<file path="config.mk">
export PLATFORM = sky130hd
export DESIGN_NAME = idot_core
export DESIGN_NICKNAME = d
export VERILOG_FILES = /design/src/verilog/idot_pkg.sv /design/src/verilog/idot_core.sv
export SDC_FILE = /design/constraint.sdc
export NUM_CORES = 1
export LEC_CHECK = 0
export ABC_AREA = 1
export CAP_MARGIN = 0
export CORE_ASPECT_RATIO = 0.75
export CORE_MARGIN = 4
export CORE_UTILIZATION = 41
export CTS_CLUSTER_DIAMETER = 30
export CTS_CLUSTER_SIZE = 25
export DETAILED_ROUTE_END_ITERATION = 8
export DONT_BUFFER_PORTS = 1
export GPL_TIMING_DRIVEN = 0
export PLACE_DENSITY = 0.65
export SLEW_MARGIN = 40
export SYNTH_ARGS = -nofsm -noshare
export SYNTH_HDL_FRONTEND = slang
export SYNTH_SLANG_ARGS = --single-unit
</file>
<file path="constraint.sdc">
create_clock -name sys_clk -period 4.1 [get_ports sys_clk]
set_input_delay 0.82 -clock sys_clk [delete_from_list [all_inputs] [get_ports sys_clk]]
set_output_delay 0.82 -clock sys_clk [all_outputs]
set_load 0.005 [all_outputs]
</file>
<file path="src/verilog/idot_pkg.sv">
// Constants shared by the iris direct-duty and target timing block
package idot_pkg;
    // ------------------------------------------------------------
    // Register map
    // ------------------------------------------------------------
    localparam logic [3:0]  ADDR_DIRECT   = 4'ha;
    localparam logic [3:0]  ADDR_TIMING   = 4'he;
    localparam int          DIRECT_LSB    = 0;
    localparam int          DIRECT_W      = 10;
    localparam int          DIR_BIT       = 9;
    localparam int          ENABLE_BIT    = 10;
    localparam int          DELAY_LSB     = 0;
    localparam int          DELAY_W       = 8;
    localparam int          STEP_LSB      = 8;
    localparam int          STEP_W        = 5;
    localparam logic [9:0]  DIRECT_RST    = 10'h000;
    localparam logic        ENABLE_RST    = 1'b0;
    localparam logic [7:0]  DELAY_RST     = 8'h00;
    localparam logic [4:0]  STEP_RST      = 5'h00;
    // ------------------------------------------------------------
    // PWM divisors per period select
    // ------------------------------------------------------------
    localparam logic [10:0] DIV_0 = 11'd2046;
    localparam logic [10:0] DIV_1 = 11'd1726;
    localparam logic [10:0] DIV_2 = 11'd862;
    localparam logic [10:0] DIV_3 = 11'd574;
    localparam logic [10:0] DIV_4 = 11'd430;
    localparam logic [10:0] DIV_5 = 11'd350;
    localparam logic [10:0] DIV_6 = 11'd286;
    localparam logic [10:0] DIV_7 = 11'd254;
    // ------------------------------------------------------------
    // Timing base: 3.375 MHz ticks derived from sys_clk
    // ------------------------------------------------------------
    localparam int          SYS_CLK_KHZ   = 200000;
    localparam int          BASE_CLK_KHZ  = 3375;
    localparam logic [16:0] DELAY_UNIT    = 17'd270;
    localparam logic [13:0] STEP_UNIT     = 14'd512;
    localparam int          AVG_DEPTH     = 8;
endpackage

</file>
<file path="src/verilog/idot_core.sv">
// Iris output stage: direct-duty override, PWM and target timing
`timescale 1ns/1ps

// Behaviour
// - Enable bit resets to 0; 0 selects loop duty, 1 selects direct value
// - While enabled the PWM runs at the 10-bit direct value's duty
// - Top bit of the duty value is direction, low nine bits magnitude
// - Direction 0 drives coil b to a; direction 1 drives a to b
// - Numerator is magnitude bits 8:1, two zeros, then bit 0; duty a/b
// - Divisor follows period select: 2046 1726 862 574 430 350 286 254
// - Numerator at or above divisor is full on; zero magnitude is off
// - Target loads n*270 base ticks after sync rise; zero loads at once
// - Average advances one step every n*512+1 base ticks
// - Depth select 0 averages eight samples, settling in eight steps
module idot_core
#(
    parameter int SYS_KHZ  = idot_pkg::SYS_CLK_KHZ,
    parameter int BASE_KHZ = idot_pkg::BASE_CLK_KHZ
)
(
    input  wire logic        sys_clk,
    input  wire logic        rst,
    input  wire logic        clk_en,
    input  wire logic        reg_wr,
    input  wire logic        reg_rd,
    input  wire logic [3:0]  reg_addr,
    input  wire logic [15:0] reg_wdata,
    output logic      [15:0] reg_rdata,
    input  wire logic [2:0]  pwm_period_sel,
    input  wire logic [9:0]  loop_duty,
    input  wire logic        video_sync_in,
    input  wire logic [9:0]  target_in,
    input  wire logic        average_depth_select,
    output logic      [9:0]  iris_setpoint_value,
    output logic      [9:0]  iris_target_avg,
    output logic             iris_coil_out_a,
    output logic             iris_coil_out_b
);

    // ------------------------------------------------------------
    // Register port
    // ------------------------------------------------------------
    logic [9:0]  direct_duty_value_q;
    logic        direct_en_q;
    logic [7:0]  target_load_delay_q;
    logic [4:0]  avg_step_q;
    logic [15:0] rdata_q;

    wire         wr_direct = reg_wr && (reg_addr == idot_pkg::ADDR_DIRECT);
    wire         wr_timing = reg_wr && (reg_addr == idot_pkg::ADDR_TIMING);
    wire  [15:0] rd_direct = {5'h00, direct_en_q, direct_duty_value_q};
    wire  [15:0] rd_timing = {3'h0, avg_step_q, target_load_delay_q};
    wire  [15:0] rd_mux    =
        (reg_addr == idot_pkg::ADDR_DIRECT) ? rd_direct :
        (reg_addr == idot_pkg::ADDR_TIMING) ? rd_timing : 16'h0000;

    // Values are held whatever the enable says
    always_ff @(posedge sys_clk)
    begin
        if (rst)
        begin
            direct_duty_value_q <= idot_pkg::DIRECT_RST;
            direct_en_q         <= idot_pkg::ENABLE_RST;
            target_load_delay_q <= idot_pkg::DELAY_RST;
            avg_step_q          <= idot_pkg::STEP_RST;
            rdata_q             <= 16'h0000;
        end
        else if (clk_en)
        begin
            if (wr_direct)
            begin
                direct_duty_value_q <= reg_wdata[9:0];
                direct_en_q         <= reg_wdata[idot_pkg::ENABLE_BIT];
            end
            if (wr_timing)
            begin
                target_load_delay_q <= reg_wdata[7:0];
                avg_step_q          <= reg_wdata[12:8];
            end
            if (reg_rd)
                rdata_q <= rd_mux;
        end
    end
    assign reg_rdata = rdata_q;

    // ------------------------------------------------------------
    // Duty source, numerator and divisor
    // ------------------------------------------------------------
    logic [10:0] divisor;
    wire  [9:0]  sel_duty = direct_en_q ? direct_duty_value_q
                                        : loop_duty;
    wire         sel_dir  = sel_duty[idot_pkg::DIR_BIT];
    wire  [8:0]  sel_mag  = sel_duty[8:0];
    wire  [10:0] numer    = {sel_mag[8:1], 2'b00, sel_mag[0]};

    always_comb
    begin
        case (pwm_period_sel)
            3'h0:    divisor = idot_pkg::DIV_0;
            3'h1:    divisor = idot_pkg::DIV_1;
            3'h2:    divisor = idot_pkg::DIV_2;
            3'h3:    divisor = idot_pkg::DIV_3;
            3'h4:    divisor = idot_pkg::DIV_4;
            3'h5:    divisor = idot_pkg::DIV_5;
            3'h6:    divisor = idot_pkg::DIV_6;
            3'h7:    divisor = idot_pkg::DIV_7;
            default: divisor = idot_pkg::DIV_0;
        endcase
    end

    // ------------------------------------------------------------
    // PWM generator
    // ------------------------------------------------------------
    logic [10:0] pwm_cnt_q;
    logic        pwm_on_q;
    logic        out_a_q;
    logic        out_b_q;

    // Shrinking the period mid-cycle must not leave the counter stuck
    wire         pwm_wrap = (pwm_cnt_q >= divisor - 11'd1);
    wire  [10:0] pwm_cnt_d = pwm_wrap ? 11'd0 : pwm_cnt_q + 11'd1;
    // Compare against the count: a>=b stays high all period
    wire         pwm_on_d  = (pwm_cnt_q < numer);

    always_ff @(posedge sys_clk)
    begin
        if (rst)
        begin
            pwm_cnt_q <= 11'd0;
            pwm_on_q  <= 1'b0;
            out_a_q   <= 1'b0;
            out_b_q   <= 1'b0;
        end
        else if (clk_en)
        begin
            pwm_cnt_q <= pwm_cnt_d;
            pwm_on_q  <= pwm_on_d;
            out_a_q   <= pwm_on_d && sel_dir;
            out_b_q   <= pwm_on_d && !sel_dir;
        end
    end
    assign iris_coil_out_a = out_a_q;
    assign iris_coil_out_b = out_b_q;

    // ------------------------------------------------------------
    // Base tick from fractional accumulator
    // ------------------------------------------------------------
    localparam logic [17:0] ACC_STEP = 18'(BASE_KHZ);
    localparam logic [17:0] ACC_MOD  = 18'(SYS_KHZ);
    logic [17:0] acc_q;
    // Exact average rate; tick spacing jitters by one cycle
    wire  [17:0] acc_sum  = acc_q + ACC_STEP;
    wire         base_tick = (acc_sum >= ACC_MOD);
    wire  [17:0] acc_d    = base_tick ? acc_sum - ACC_MOD : acc_sum;

    always_ff @(posedge sys_clk)
    begin
        if (rst)
            acc_q <= 18'd0;
        else if (clk_en)
            acc_q <= acc_d;
    end

    // ------------------------------------------------------------
    // Target load delay after sync rise
    // ------------------------------------------------------------
    logic        vd_q;
    logic [16:0] dly_cnt_q;
    logic        dly_arm_q;
    logic [9:0]  setpoint_q;

    wire         vd_rise   = video_sync_in && !vd_q;
    wire  [16:0] dly_len   = 17'(target_load_delay_q * idot_pkg::DELAY_UNIT);
    wire         dly_zero  = (target_load_delay_q == 8'h00);
    wire         dly_done  = dly_arm_q && base_tick && (dly_cnt_q == 17'd1);
    wire         load_now  = (vd_rise && dly_zero) || dly_done;

    always_ff @(posedge sys_clk)
    begin
        if (rst)
        begin
            vd_q       <= 1'b0;
            dly_cnt_q  <= 17'd0;
            dly_arm_q  <= 1'b0;
            setpoint_q <= 10'h000;
        end
        else if (clk_en)
        begin
            vd_q <= video_sync_in;
            if (vd_rise)
            begin
                dly_cnt_q <= dly_len;
                dly_arm_q <= !dly_zero;
            end
            else if (dly_arm_q && base_tick)
            begin
                dly_cnt_q <= dly_cnt_q - 17'd1;
                dly_arm_q <= (dly_cnt_q != 17'd1);
            end
            if (load_now)
                setpoint_q <= target_in;
        end
    end
    assign iris_setpoint_value = setpoint_q;

    // ------------------------------------------------------------
    // Moving average of the target
    // ------------------------------------------------------------
    localparam int D = idot_pkg::AVG_DEPTH;
    logic [13:0] step_cnt_q;
    logic [9:0]  hist_q [D];
    logic [12:0] sum8;
    logic [11:0] sum4;
    logic [9:0]  avg_q;

    wire  [13:0] step_len  = {avg_step_q, 9'h000} + 14'd1;
    wire         step_now  = base_tick && (step_cnt_q >= step_len - 14'd1);

    always_ff @(posedge sys_clk)
    begin
        if (rst)
            step_cnt_q <= 14'd0;
        else if (clk_en && base_tick)
            step_cnt_q <= step_now ? 14'd0 : step_cnt_q + 14'd1;
    end

    genvar gi;
    generate
        for (gi = 0; gi < D; gi++)
        begin : g_hist
            always_ff @(posedge sys_clk)
            begin
                if (rst)
                    hist_q[gi] <= 10'h000;
                else if (clk_en && step_now)
                    hist_q[gi] <= (gi == 0) ? setpoint_q
                                            : hist_q[(gi == 0) ? 0 : gi - 1];
            end
        end
    endgenerate

    always_comb
    begin
        sum8 = 13'd0;
        sum4 = 12'd0;
        for (int i = 0; i < D; i++)
            sum8 = sum8 + 13'(hist_q[i]);
        for (int i = 0; i < D / 2; i++)
            sum4 = sum4 + 12'(hist_q[i]);
    end

    // Depth select 1 is taken as a four-sample average
    wire  [9:0]  avg_d = average_depth_select ? sum4[11:2]
                                              : sum8[12:3];

    always_ff @(posedge sys_clk)
    begin
        if (rst)
            avg_q <= 10'h000;
        else if (clk_en)
            avg_q <= avg_d;
    end
    assign iris_target_avg = avg_q;
endmodule

</file>
; Yosys cells after proc, flatten, opt, wreduce, memory -nomap -nowiden
; Memories as Yosys holds them, arrays and structs flattened.
; Cells that the tools add are included.
[word_totals]
mem_bits_ro = 56
mem_bits_rw = 80
memories = 2
wordCells = 98
input_bits = 50
output_inout_bits = 38
ff_bits = 124
[classes]
magnitude_cmp = 4
n_eq_ne = 4
n_addsub = 18
bitwise_logic = 8
mul = 1
reduce_logical = 22
muxes = 24
[memory_table]
columns = name, words, word_bits, rd, rd_clocked_by_memory_dff, wr, line_no
row1 = hist_q, 8, 10, 8, 0, 8, idot_core.sv:211  ; logic [9:0] hist_q [D];
row2 = (no name shown), 8, 7, 1, 0, 0, idot_core.sv:98  ; case (pwm_period_sel)
[op_table]
columns = cell, n
row1 = 2-to-1 mux 10 bit, 10
row2 = adder 13 x 10 -> 13 bit, 4
row3 = 2-to-1 mux 17 bit, 2
row4 = adder 14 x 1 -> 14 bit (second input constant), 2
row5 = 2-to-1 mux 13 bit, 2
row6 = adder 11 x 10 -> 12 bit, 2
row7 = adder 10 x 10 -> 11 bit, 2
row8 = adder 18 x 12 -> 18 bit (second input constant), 1
row9 = >= comparator 18 bit (second input constant), 1
row10 = 2-to-1 mux 18 bit, 1
row11 = subtractor 18 bit (second input constant), 1
row12 = == test 17 x 1 -> 1 bit (second input constant), 1
row13 = inequality test 17 x 1 -> 1 bit (second input constant), 1
row14 = subtractor 17 x 1 -> 17 bit (second input constant), 1
row15 = multiplier 8 x 8 -> 16 bit (second input constant), 1
row16 = >= comparator 14 bit, 1
row17 = 2-to-1 mux 14 bit, 1
row18 = subtractor 14 x 1 -> 14 bit (second input constant), 1
row19 = adder 12 x 10 -> 13 bit, 1
row20 = adder 12 x 10 -> 12 bit, 1
row21 = adder 11 x 1 -> 11 bit (second input constant), 1
row22 = >= comparator 11 bit, 1
row23 = logical AND 1 bit, 11
row24 = less-than comparator 11 bit, 1
row25 = 10 further kinds, 30

; Longest topological paths before layout
; Gate-level depths: netlist (run 1).
[logic_depth]
ltp_word = 9
ltp_mapped = 23
ltp_nobuf = 23

; Least setup slack after synthesis (run 1)
; OpenSTA, ideal clock, no wires.
[synth_timing]
kind = reg-to-reg
startpoint = mem hist_q[3][5]
endpoint = reg avg_q[7], in the netlist iris_target_avg[7]
setup_ps = 57
t_required_ps = 4043
path_slack_ps = -36
t_arrival_ps = 4079
stages_incl_launch_ff = 24
path_cell_list = edfxtp_1 -> inv_1 -> fa_1 -> inv_1 -> fa_1 -> fa_1 -> inv_1 -> fa_1 -> inv_1 -> ha_1 -> nand2_1 -> nand2_1 -> nand2_1 -> nand2_1 -> a21oi_1 -> or2_2 -> nand2_1 -> a21oi_1 -> xor2_1 -> o21ai_0 -> nand2_1 -> nand2_1 -> nand2_1 -> inv_1
[synth_rtl]
columns = item, line_no
row1 = from (decl), idot_core.sv:211
row2 = to (signal assigned), idot_core.sv:261  ; avg_q <= avg_d;
row3 = to (decl), idot_core.sv:214  ; logic [9:0] avg_q;

==> out/metrics.csv, run 1 <==
metric;value;unit
outcome;complete, but fails checks;
failing checks;negative setup slack;
commonest cells after routing, fill and taps aside;inv_1, nand2_1, nor2_1;
total power;8.72;mW
H-tree levels;2;
hold buffers post-CTS;0;
Post-synth ARST share;0;%
fin area;17100;um^2
Initial Util;42.0;%
CP Launch Type;flip-flop;
Hold Path Depth;3;
CP Data Arrival Time;4.67;ns
Power Density;510;nW/um^2
sequential power share;26.2;%
FILL cells;3166;
Vert. Die Dim;169;um
Final Hold Viols;0;
Psw;2.66;mW
Ant. Diodes;0;
Hold Path End;acc_q[2];
worst rel slew slack;48.4;%
Net Sw Frac;30.5;%
nets;2092;
sequential-to-total area share from yosys stat;34.0;%
Tmin final;4.28;ns
share of cells above drive strength 1;15.5;%
worst r2r src;hist_q[2][2];
#FFs+latches synth;201;
Placer Congestion;0.949;
routed via count;11800;
clock-pin transition on the worst setup and hold timing paths;0.05;ns
max-slew violation count;0;
clock network fraction of total power;47.8;%
Crit Path Class;reg2reg;
LEAKAGE;7.88;nW
RSZ-0062 raised after global routing;true;
min setup slack post-route;-0.182;ns
Clk Latency, worst-skew pair;0.54;ns
Bufs on Longest Clock Path;3;
HP Class;in2reg;
Port Buffers;0;
vias in the first global route;11500;
CTS sink cnt;201;
CP Max Fanout;4;
area growth from synthesis to layout;20.6;%
WP data required;4.49;ns
Via-to-Cell Ratio;5.00;
Post-Layout Cell Count;2355;
reg-to-reg critical path endpoint;iris_target_avg[9];
total track usage;19.3;%
Post-Place Cell Area;14900;um^2
die area;37700;um^2
CTS buffer count;48;
pin count of the biggest net entering global routing;18;
Post-synth EDFFs;80;
post-synth cell types;55;
Post-DRT Antenna Nets;0;
DR iter-0 viols;879;
CTS tree;yes;
maximum VDD drop;0.327;mV
Root Buffer;clkbuf_16;
Tcrit/Tclk final;104;%
1st-pass router iterations;8;
Fmax;0.234;GHz
skew final;0.0291;ns
total number of yosys warnings;0;
global route overflow;0;
FF+latch area;4820;um^2
DIE WIDTH;223;um
reg2reg path depth;17;
first-pass GRT wire length;59600;um
combinational share of power;25.9;%
initial antenna violation count;0;
Final setup viols;4;
HPWL after DPL;27600;um
Core Area;33800;um^2
Cell Area, Synth;14200;um^2
worst slew pin tran;0.775;ns
placed insts;2222;
Max Cap Violations;0;
Multi-input gate area;7740;um^2
WL/cell;15.8;um
I/O pin cnt;88;
Post-Route WL;37100;um
drt drc;0;
CP endpoint kind;flip-flop;
internal cell power;6.06;mW
commonest non-fill, non-tap cell in the layout;inv_1;
Rows;58;
Synth Instances;1765;
flop2flop setup slack;-0.18;ns
post-synthesis average cell area;8.04;um^2
Worst Min Path Start;rst;
main flop type after synthesis;dfxtp_1;
==> metrics by stage <==
step                hold slack, ns  util (%)  setup WS [ns]  TNS (ns)
global placement             0.461      43.8          -1.16    -97.55
detailed placement           0.466      44.1         -0.355     -1.36
global route                 0.445      50.6         -0.329     -1.68
finish                       0.446      50.6         -0.182    -0.562
floorplan                    0.437         -         0.0191         0
CTS                          0.426      50.2         -0.118    -0.145
==> worst max-delay path, cell delays in order, from the launching register on <==
cell	delay, ns
edfxtp_1	0.37
inv_1	0.10
fa_1	0.48
inv_1	0.06
fa_1	0.51
fa_1	0.51
inv_1	0.05
fa_1	0.47
inv_1	0.05
nand2_2	0.11
inv_2	0.06
fa_2	0.42
buf_4	0.15
buf_6	0.12
nand3_1	0.09
o2111ai_1	0.10
o21ai_0	0.37
a21oi_1	0.11
==> layout make-up <==
class / instances / area share (%)
plain buffers: 56 / 2.05
repair buffers: 48 / 2.49
flip-flops and latches: 201 / 28.2
well taps: 450 / 3.29
inverters: 377 / 8.28
clock inverters: 34 / 2.79
clock buffers: 56 / 7.68
multi-input cells: 1133 / 45.2
==> what timing repair did <==
item / in CTS / in global routing
setup buffers: 29 / 14
gates resized for setup: 33 / 15
endpoints found under the setup margin: 22 / 41
pin swaps: 26 / 12
==> layer usage <==
layer  wire, um  GRT usage, %  vias up  part of all wire [%]
met5          0             0        -                     0
met4        824          5.25        0                   2.2
met3       2290          3.45       58                   6.2
met2      16700          30.7      340                    45
met1      17300          27.5     5591                    47
li1           -             -     5797                     -
==> worst max path at each step <==
stage                       from  depth (start not counted)                 end
floorplan           hist_q[3][5]                         23  iris_target_avg[7]
global placement        acc_q[4]                         18        hist_q[4][9]
detailed placement  hist_q[3][2]                         21  iris_target_avg[7]
CTS                 hist_q[1][4]                         21  iris_target_avg[7]
global route        hist_q[2][2]                         21  iris_target_avg[7]
finish              hist_q[2][2]                         17  iris_target_avg[9]
==> logic make-up after synthesis <==
logic type | after synthesis | share of synthesized area [%]
buffers and inverters | 433 | 12.4
other | 1 | 0.0264
XOR/XNOR | 33 | 2.04
AND/OR/NAND/NOR | 633 | 20.0
multiplexers | 1 | 0.0705
adder cells (fa/ha/maj) | 177 | 20.2
AO/OA/AOI/OAI | 286 | 11.3
flip-flops | 201 | 34.0
==> registers in the layout, summed over array words and instances (netlist names), 5 cells and up <==
signal	flops
pwm_cnt_q	11
hist_q	80
avg_step_q	5
dly_cnt_q	17
acc_q	18
target_load_delay_q	8
reg_rdata	13
iris_target_avg	10
iris_setpoint_value	10
step_cnt_q	14
direct_duty_value_q	10
==> cell usage after synthesis, types with 5 or more instances <==
cell / n / area, um^2
a21oi_1: 124 / 621
buf_2: 5 / 25.0
buf_4: 8 / 60.1
buf_6: 11 / 124
clkbuf_1: 27 / 101
dfxtp_1: 121 / 2420
edfxtp_1: 80 / 2400
fa_1: 86 / 1720
ha_1: 91 / 1140
inv_1: 367 / 1380
inv_2: 8 / 30.0
nand2_1: 272 / 1020
nand2_2: 10 / 62.6
nand3_1: 85 / 425
nand3b_1: 5 / 37.5
nand4_1: 15 / 93.8
nor2_1: 155 / 582
nor2_2: 52 / 325
nor3_1: 18 / 90.1
o211ai_1: 13 / 97.6
o21ai_0: 109 / 546
o221ai_1: 11 / 96.3
or2_2: 6 / 37.5
xnor2_1: 7 / 61.3
xor2_1: 26 / 228
==> power groups by stage <==
stage / sequential (mW) / combinational [mW] / clock (mW)
floorplan: 2.29 / 1.45 / 0
global placement: 2.32 / 1.81 / 0
detailed placement: 2.32 / 1.87 / 0
CTS: 2.29 / 2.11 / 4.22
global route: 2.30 / 2.54 / 4.34
finish: 2.29 / 2.26 / 4.17
(Power assumes the default switching activity.)
==> run 2: changes to the inputs <==
--- a/config.mk
+++ b/config.mk
@@ -15,6 +15,7 @@
 export DETAILED_ROUTE_END_ITERATION = 8
 export DONT_BUFFER_PORTS = 1
 export GPL_TIMING_DRIVEN = 0
+export MAX_ROUTING_LAYER = met4
 export PLACE_DENSITY = 0.65
 export SLEW_MARGIN = 40
 export SYNTH_ARGS = -nofsm -noshare
==> out/metrics.csv, run 2 (synthesized netlist as in run 1, its figures left out) <==
metric;value;unit;change
outcome;complete, but fails checks;;unchanged
failing checks;negative setup slack;;unchanged
sequential power share;25.3;%;was 26.2%
CTS buffer count;51;;was 48
clock network fraction of total power;46.5;%;was 47.8%
commonest non-fill, non-tap cell in the layout;inv_1;;unchanged
Crit Path Class;reg2reg;;unchanged
maximum VDD drop;0.323;mV;was 0.327 mV
total power;9.04;mW;was 8.72 mW
skew final;0.0215;ns;was 0.0291 ns
commonest cells after routing, fill and taps aside;inv_1, nand2_1, nor2_1;;unchanged
reg2reg path depth;21;;was 17
total track usage;20.0;%;was 19.3%
Tmin final;4.20;ns;was 4.28 ns
Post-DRT Antenna Nets;0;;unchanged
min setup slack post-route;-0.105;ns;was -0.182 ns
Tcrit/Tclk final;103;%;was 104%
Via-to-Cell Ratio;5.07;;was 5.00
nets;2100;;was 2092
crit path from;hist_q[0][4];;was hist_q[2][2]
Port Buffers;0;;unchanged
post-layout util;51.1;%;was 50.6%
Power Density;523;nW/um^2;was 510 nW/um^2
Post-Route WL;37400;um;was 37100 um
CP Max Fanout;4;;unchanged
global route overflow;0;;unchanged
reg-to-reg critical path endpoint;iris_target_avg[7];;was iris_target_avg[9]
RSZ-0062 raised after global routing;true;;unchanged
Rows;58;;unchanged
Max Cap Violations;0;;unchanged
Placer Congestion;0.935;;was 0.949
WP data required;4.59;ns;was 4.49 ns
initial antenna violation count;0;;unchanged
FILL cells;3204;;was 3166
I/O pin cnt;88;;unchanged
vias in the first global route;11600;;was 11.5k
Bufs on Longest Clock Path;3;;unchanged
WL/cell;15.8;um;about the same
clock-pin transition on the worst setup and hold timing paths;0.04;ns;was 0.05 ns
Final setup viols;2;;was 4
worst r2r src;hist_q[0][4];;was hist_q[2][2]
die area;37700;um^2;unchanged
combinational share of power;28.2;%;was 25.9%
Core Area;33800;um^2;unchanged
HPWL after DPL;27500;um;was 27600 um
1st-pass router iterations;5;;was 8
Final Hold Viols;0;;unchanged
CP Data Arrival Time;4.69;ns;was 4.67 ns
max-slew violation count;0;;unchanged
CTS tree;yes;;unchanged
worst rel slew slack;47.7;%;was 48.4%
DIE WIDTH;223;um;unchanged
LEAKAGE;7.97;nW;was 7.88 nW
CP Launch Type;flip-flop;;unchanged
flop2flop setup slack;-0.10;ns;was -0.18 ns
DR iter-0 viols;807;;was 879
biggest regs;hist_q (80), acc_q (18), dly_cnt_q (17);;unchanged
CP endpoint kind;flip-flop;;unchanged
hold buffers post-CTS;0;;unchanged
Place WS;-0.353;ns;was -0.355 ns
H-tree levels;2;;unchanged
Most flops, register;hist_q;;unchanged
routed via count;12000;;was 11.8k
Fmax;0.238;GHz;was 0.234 GHz
HP Class;in2reg;;unchanged
Root Buffer;clkbuf_16;;unchanged
crit path to;iris_target_avg[7];;was iris_target_avg[9]
share of cells above drive strength 1;17.2;%;was 15.5%
Fin Setup TNS;-0.144;ns;was -0.562 ns
worst slew pin tran;0.784;ns;was 0.775 ns
Clk Latency, worst-skew pair;0.55;ns;was 0.54 ns
Initial Util;42.0;%;unchanged
drt drc;0;;unchanged
Net Sw Frac;30.9;%;was 30.5%
Ant. Diodes;0;;unchanged
Vert. Die Dim;169;um;unchanged
first-pass GRT wire length;60100;um;was 59600 um
area growth from synthesis to layout;21.7;%;was 20.6%
CTS sink cnt;201;;unchanged
max reg flops;80;;unchanged
internal cell power;6.24;mW;was 6.06 mW
pin count of the biggest net entering global routing;19;;was 18
Psw;2.79;mW;was 2.66 mW
==> run 2: changes by cell type in the layout (fill, tap and decap cells not counted), moves of 3 or more <==
cell,delta
a21oi_4,+3
buf_4,+4
bufinv_16,-3
clkbuf_16,+4
clkbuf_8,+5
clkinv_2,+7
clkinv_4,-4
clkinvlp_4,-8
inv_1,-16
inv_2,+16
==> run 2: layout make-up <==
cell class | count | area, um^2 | area share [%]
Clock inverter | 28 | 338 | 1.96
Tap cell | 450 | 563 | 3.26
Sequential cell | 201 | 4820 | 27.9
Multi-Input combinational cell | 1133 | 7820 | 45.3
Clock buffer | 67 | 1490 | 8.63
Inverter | 377 | 1420 | 8.21
Timing Repair Buffer | 53 | 468 | 2.71
Buffer | 56 | 350 | 2.03
==> run 2: repair_timing <==
| item | 4_1_cts | 5_1_grt |
|---|---|---|
| endpoints found under the setup margin | 7 | 72 |
| pin swaps | 31 | 15 |
| gates resized for setup | 37 | 44 |
| buffers inserted | 38 | 11 |
==> run 2: stage by stage <==
step	cell area, um^2	hold slack (ns)	cells
2_1_floorplan	14200	0.437	1767
3_3_place_gp	14800	0.460	2217
3_5_place_dp	14900	0.463	2222
4_1_cts	17100	0.425	2355
5_1_grt	17300	0.465	2365
6_report	17300	0.447	2365
==> run 2: how the worst min path moves through the flow <==
stage / slack (ns) / end / from / cells after the start
after floorplan: 0.44 / reg_rdata[11] / avg_step_q[3] / 2
after global placement: 0.46 / reg_rdata[12] / avg_step_q[4] / 2
after detailed placement: 0.46 / reg_rdata[11] / avg_step_q[3] / 2
after CTS: 0.42 / acc_q[2] / rst / 3
after global routing: 0.47 / direct_duty_value_q[7] / reg_wdata[7] / 2
final: 0.45 / acc_q[2] / rst / 3
==> run 2: worst max-delay path, stage by stage, from the launching register on <==
cell      delay (ns)
edfxtp_1        0.42
inv_2           0.09
fa_1            0.41
inv_1           0.08
fa_2            0.44
fa_1            0.54
inv_1           0.05
fa_1            0.49
inv_2           0.05
ha_4            0.29
nand2_1         0.10
nor2_4          0.16
a21oi_4         0.08
or2_4           0.26
nand2_2         0.06
a21oi_2         0.06
xor2_1          0.14
o21ai_1         0.13
nand2_1         0.07
nand2_1         0.09
nand2_1         0.04
inv_1           0.08
==> run 2: metal layers <==
layer	global-route usage, %	share of wire [%]	vias to the layer above
li1	-	-	5817
met1	28.0	47	5730
met2	30.3	45	366
met3	3.40	5.8	79
met4	5.65	2.8	0
met5	-	0	-
==> run 2: power by group through the flow <==
stage	clock, mW	sequential, mW	combinational, mW
after floorplan	0	2.29	1.45
after global placement	0	2.32	1.81
after detailed placement	0	2.32	1.86
after CTS	4.26	2.29	2.18
after global routing	4.38	2.30	2.83
final	4.20	2.29	2.55
==> run 3: changes to the inputs <==
--- a/config.mk
+++ b/config.mk
@@ -17,6 +17,7 @@
 export GPL_TIMING_DRIVEN = 0
 export MAX_ROUTING_LAYER = met4
 export PLACE_DENSITY = 0.65
+export SETUP_SLACK_MARGIN = 0.15
 export SLEW_MARGIN = 40
 export SYNTH_ARGS = -nofsm -noshare
 export SYNTH_HDL_FRONTEND = slang
==> out/metrics.csv, run 3 (synthesized netlist as in run 1, its figures left out) <==
metric;value;unit;change
commonest non-fill, non-tap cell in the layout;inv_1;;unchanged
Post-Route WL;37800;um;was 37400 um
Post-DRT Antenna Nets;0;;unchanged
Max Cap Violations;0;;unchanged
Final Hold Viols;0;;unchanged
WL/cell;16.0;um;was 15.8 um
Tcrit/Tclk final;105;%;was 103%
CTS tree;yes;;unchanged
skew final;0.0238;ns;was 0.0215 ns
CP Max Fanout;3;;was 4
failing checks;negative setup slack;;unchanged
Clk Latency, worst-skew pair;0.56;ns;was 0.55 ns
Crit Path Class;reg2reg;;unchanged
routed via count;11900;;was 12.0k
Psw;2.81;mW;was 2.79 mW
max reg flops;80;;unchanged
initial antenna violation count;0;;unchanged
worst rel slew slack;46.2;%;was 47.7%
CTS buffer count;51;;unchanged
H-tree levels;2;;unchanged
sequential power share;25.7;%;was 25.3%
CP Data Arrival Time;4.80;ns;was 4.69 ns
drt drc;0;;unchanged
CP endpoint kind;flip-flop;;unchanged
RSZ-0062 raised after global routing;true;;unchanged
CTS sink cnt;201;;unchanged
reg2reg path depth;21;;unchanged
global route overflow;0;;unchanged
Ant. Diodes;0;;unchanged
I/O pin cnt;88;;unchanged
Final setup viols;4;;was 2
Port Buffers;0;;unchanged
Via-to-Cell Ratio;5.00;;was 5.07
Power Density;516;nW/um^2;was 523 nW/um^2
nets;2104;;was 2100
maximum VDD drop;0.393;mV;was 0.323 mV
Most flops, register;hist_q;;unchanged
max-slew violation count;0;;unchanged
total track usage;20.5;%;was 20.0%
LEAKAGE;7.93;nW;was 7.97 nW
Root Buffer;clkbuf_16;;unchanged
HP Class;in2reg;;unchanged
Initial Util;42.0;%;unchanged
worst slew pin tran;0.807;ns;was 0.784 ns
HPWL after DPL;28300;um;was 27500 um
Hold Path Depth;3;;unchanged
Bufs on Longest Clock Path;3;;unchanged
hold buffers post-CTS;0;;unchanged
placed insts;2223;;was 2222
1st-pass router iterations;5;;unchanged
area growth from synthesis to layout;21.6;%;was 21.7%
biggest regs;hist_q (80), acc_q (18), dly_cnt_q (17);;unchanged
Placer Congestion;0.918;;was 0.935
clock network fraction of total power;46.5;%;about the same
internal cell power;6.10;mW;was 6.24 mW
Fmax;0.232;GHz;was 0.238 GHz
min setup slack post-route;-0.213;ns;was -0.105 ns
hold slack final;0.451;ns;was 0.447 ns
Net Sw Frac;31.6;%;was 30.9%
clock-pin transition on the worst setup and hold timing paths;0.05;ns;was 0.04 ns
DIE WIDTH;223;um;unchanged
die area;37700;um^2;unchanged
Rows;58;;unchanged
Tmin final;4.31;ns;was 4.20 ns
commonest cells after routing, fill and taps aside;inv_1, nand2_1, nor2_1;;unchanged
Vert. Die Dim;169;um;unchanged
Core Area;33800;um^2;unchanged
WP data required;4.59;ns;about the same
CP Launch Type;flip-flop;;unchanged
Post-Layout Cell Count;2370;;was 2365
DR iter-0 viols;997;;was 807
combinational share of power;27.9;%;was 28.2%
first-pass GRT wire length;61000;um;was 60100 um
pin count of the biggest net entering global routing;19;;unchanged
outcome;complete, but fails checks;;unchanged
share of cells above drive strength 1;17.6;%;was 17.2%
vias in the first global route;11500;;was 11.6k
## run 3: cell types whose count changed in the layout (fill, tap and decap cells not counted), moves of 5 or more
cell	change
clkinv_2	-5
clkbuf_8	-6
clkinv_4	+5
clkinvlp_4	+7
## run 3: what timing repair did
action | CTS | global route
setup endpoints to repair | 17 | 34
gates resized for setup | 21 | 47
setup buffers | 27 | 24
pin swaps | 15 | 19
## run 3: area by class of cell
type / count / area (um^2)
fill: 3159 / 16600
clock buffer: 59 / 1380
inverter: 377 / 1420
clock inverter: 37 / 414
tap: 450 / 563
buffer: 56 / 350
multi-input combinational: 1133 / 7790
timing repair buffer: 57 / 514
sequential: 201 / 4830
## run 3: routing by layer
layer	vias up	track usage, %	part of all wire [%]
li1	5849	-	-
met5	-	-	0
met3	77	3.87	6.6
met2	387	29.0	41
met4	0	6.83	3.4
met1	5542	29.6	49
## run 3: stage by stage
| stage | util (%) | total power [mW] | instance area (um^2) | TNS [ns] | setup WS [ns] |
|---|---|---|---|---|---|
| final | 51.0 | 8.91 | 17300 | -0.398 | -0.213 |
| after detailed placement | 44.1 | 4.27 | 14900 | -0.420 | -0.255 |
| after global placement | 43.9 | 4.21 | 14800 | -98.59 | -1.17 |
| after CTS | 50.2 | 8.71 | 17000 | -0.421 | -0.181 |
| after global routing | 51.0 | 9.37 | 17300 | -1.26 | -0.382 |
| after floorplan | - | 3.80 | 14300 | 0 | 0.157 |
## run 3: power by group through the flow
stage | clock network [mW] | logic, mW | registers [mW]
after floorplan | 0 | 1.50 | 2.29
after global placement | 0 | 1.89 | 2.33
after detailed placement | 0 | 1.94 | 2.32
after CTS | 4.19 | 2.23 | 2.29
after global routing | 4.31 | 2.76 | 2.30
final | 4.14 | 2.48 | 2.29
## run 3: worst paths after layout
kind / to / startpoint / slack (ns)
hold reg to reg: reg_rdata[12] / avg_step_q[4] / 0.47
setup / recovery: iris_target_avg[7] / hist_q[0][4] / -0.21
setup reg to reg: iris_target_avg[7] / hist_q[0][4] / -0.21
hold / removal: acc_q[2] / rst / 0.45
## run 3: critical path, cell delays in order, from the launching register on
cell and delay (ns):
edfxtp_1 0.40, inv_2 0.08, fa_2 0.58, inv_2 0.04, fa_2 0.42, fa_1 0.51
inv_1 0.05, fa_1 0.49, inv_2 0.05, ha_4 0.28, nand2_2 0.07, nor2_4 0.14
a21oi_2 0.08, or2_4 0.24, nand2_2 0.08, a21oi_2 0.06, xor2_1 0.16, o21ai_1 0.18
nand2_2 0.11, nand2_1 0.09, nand2_1 0.05, inv_1 0.07
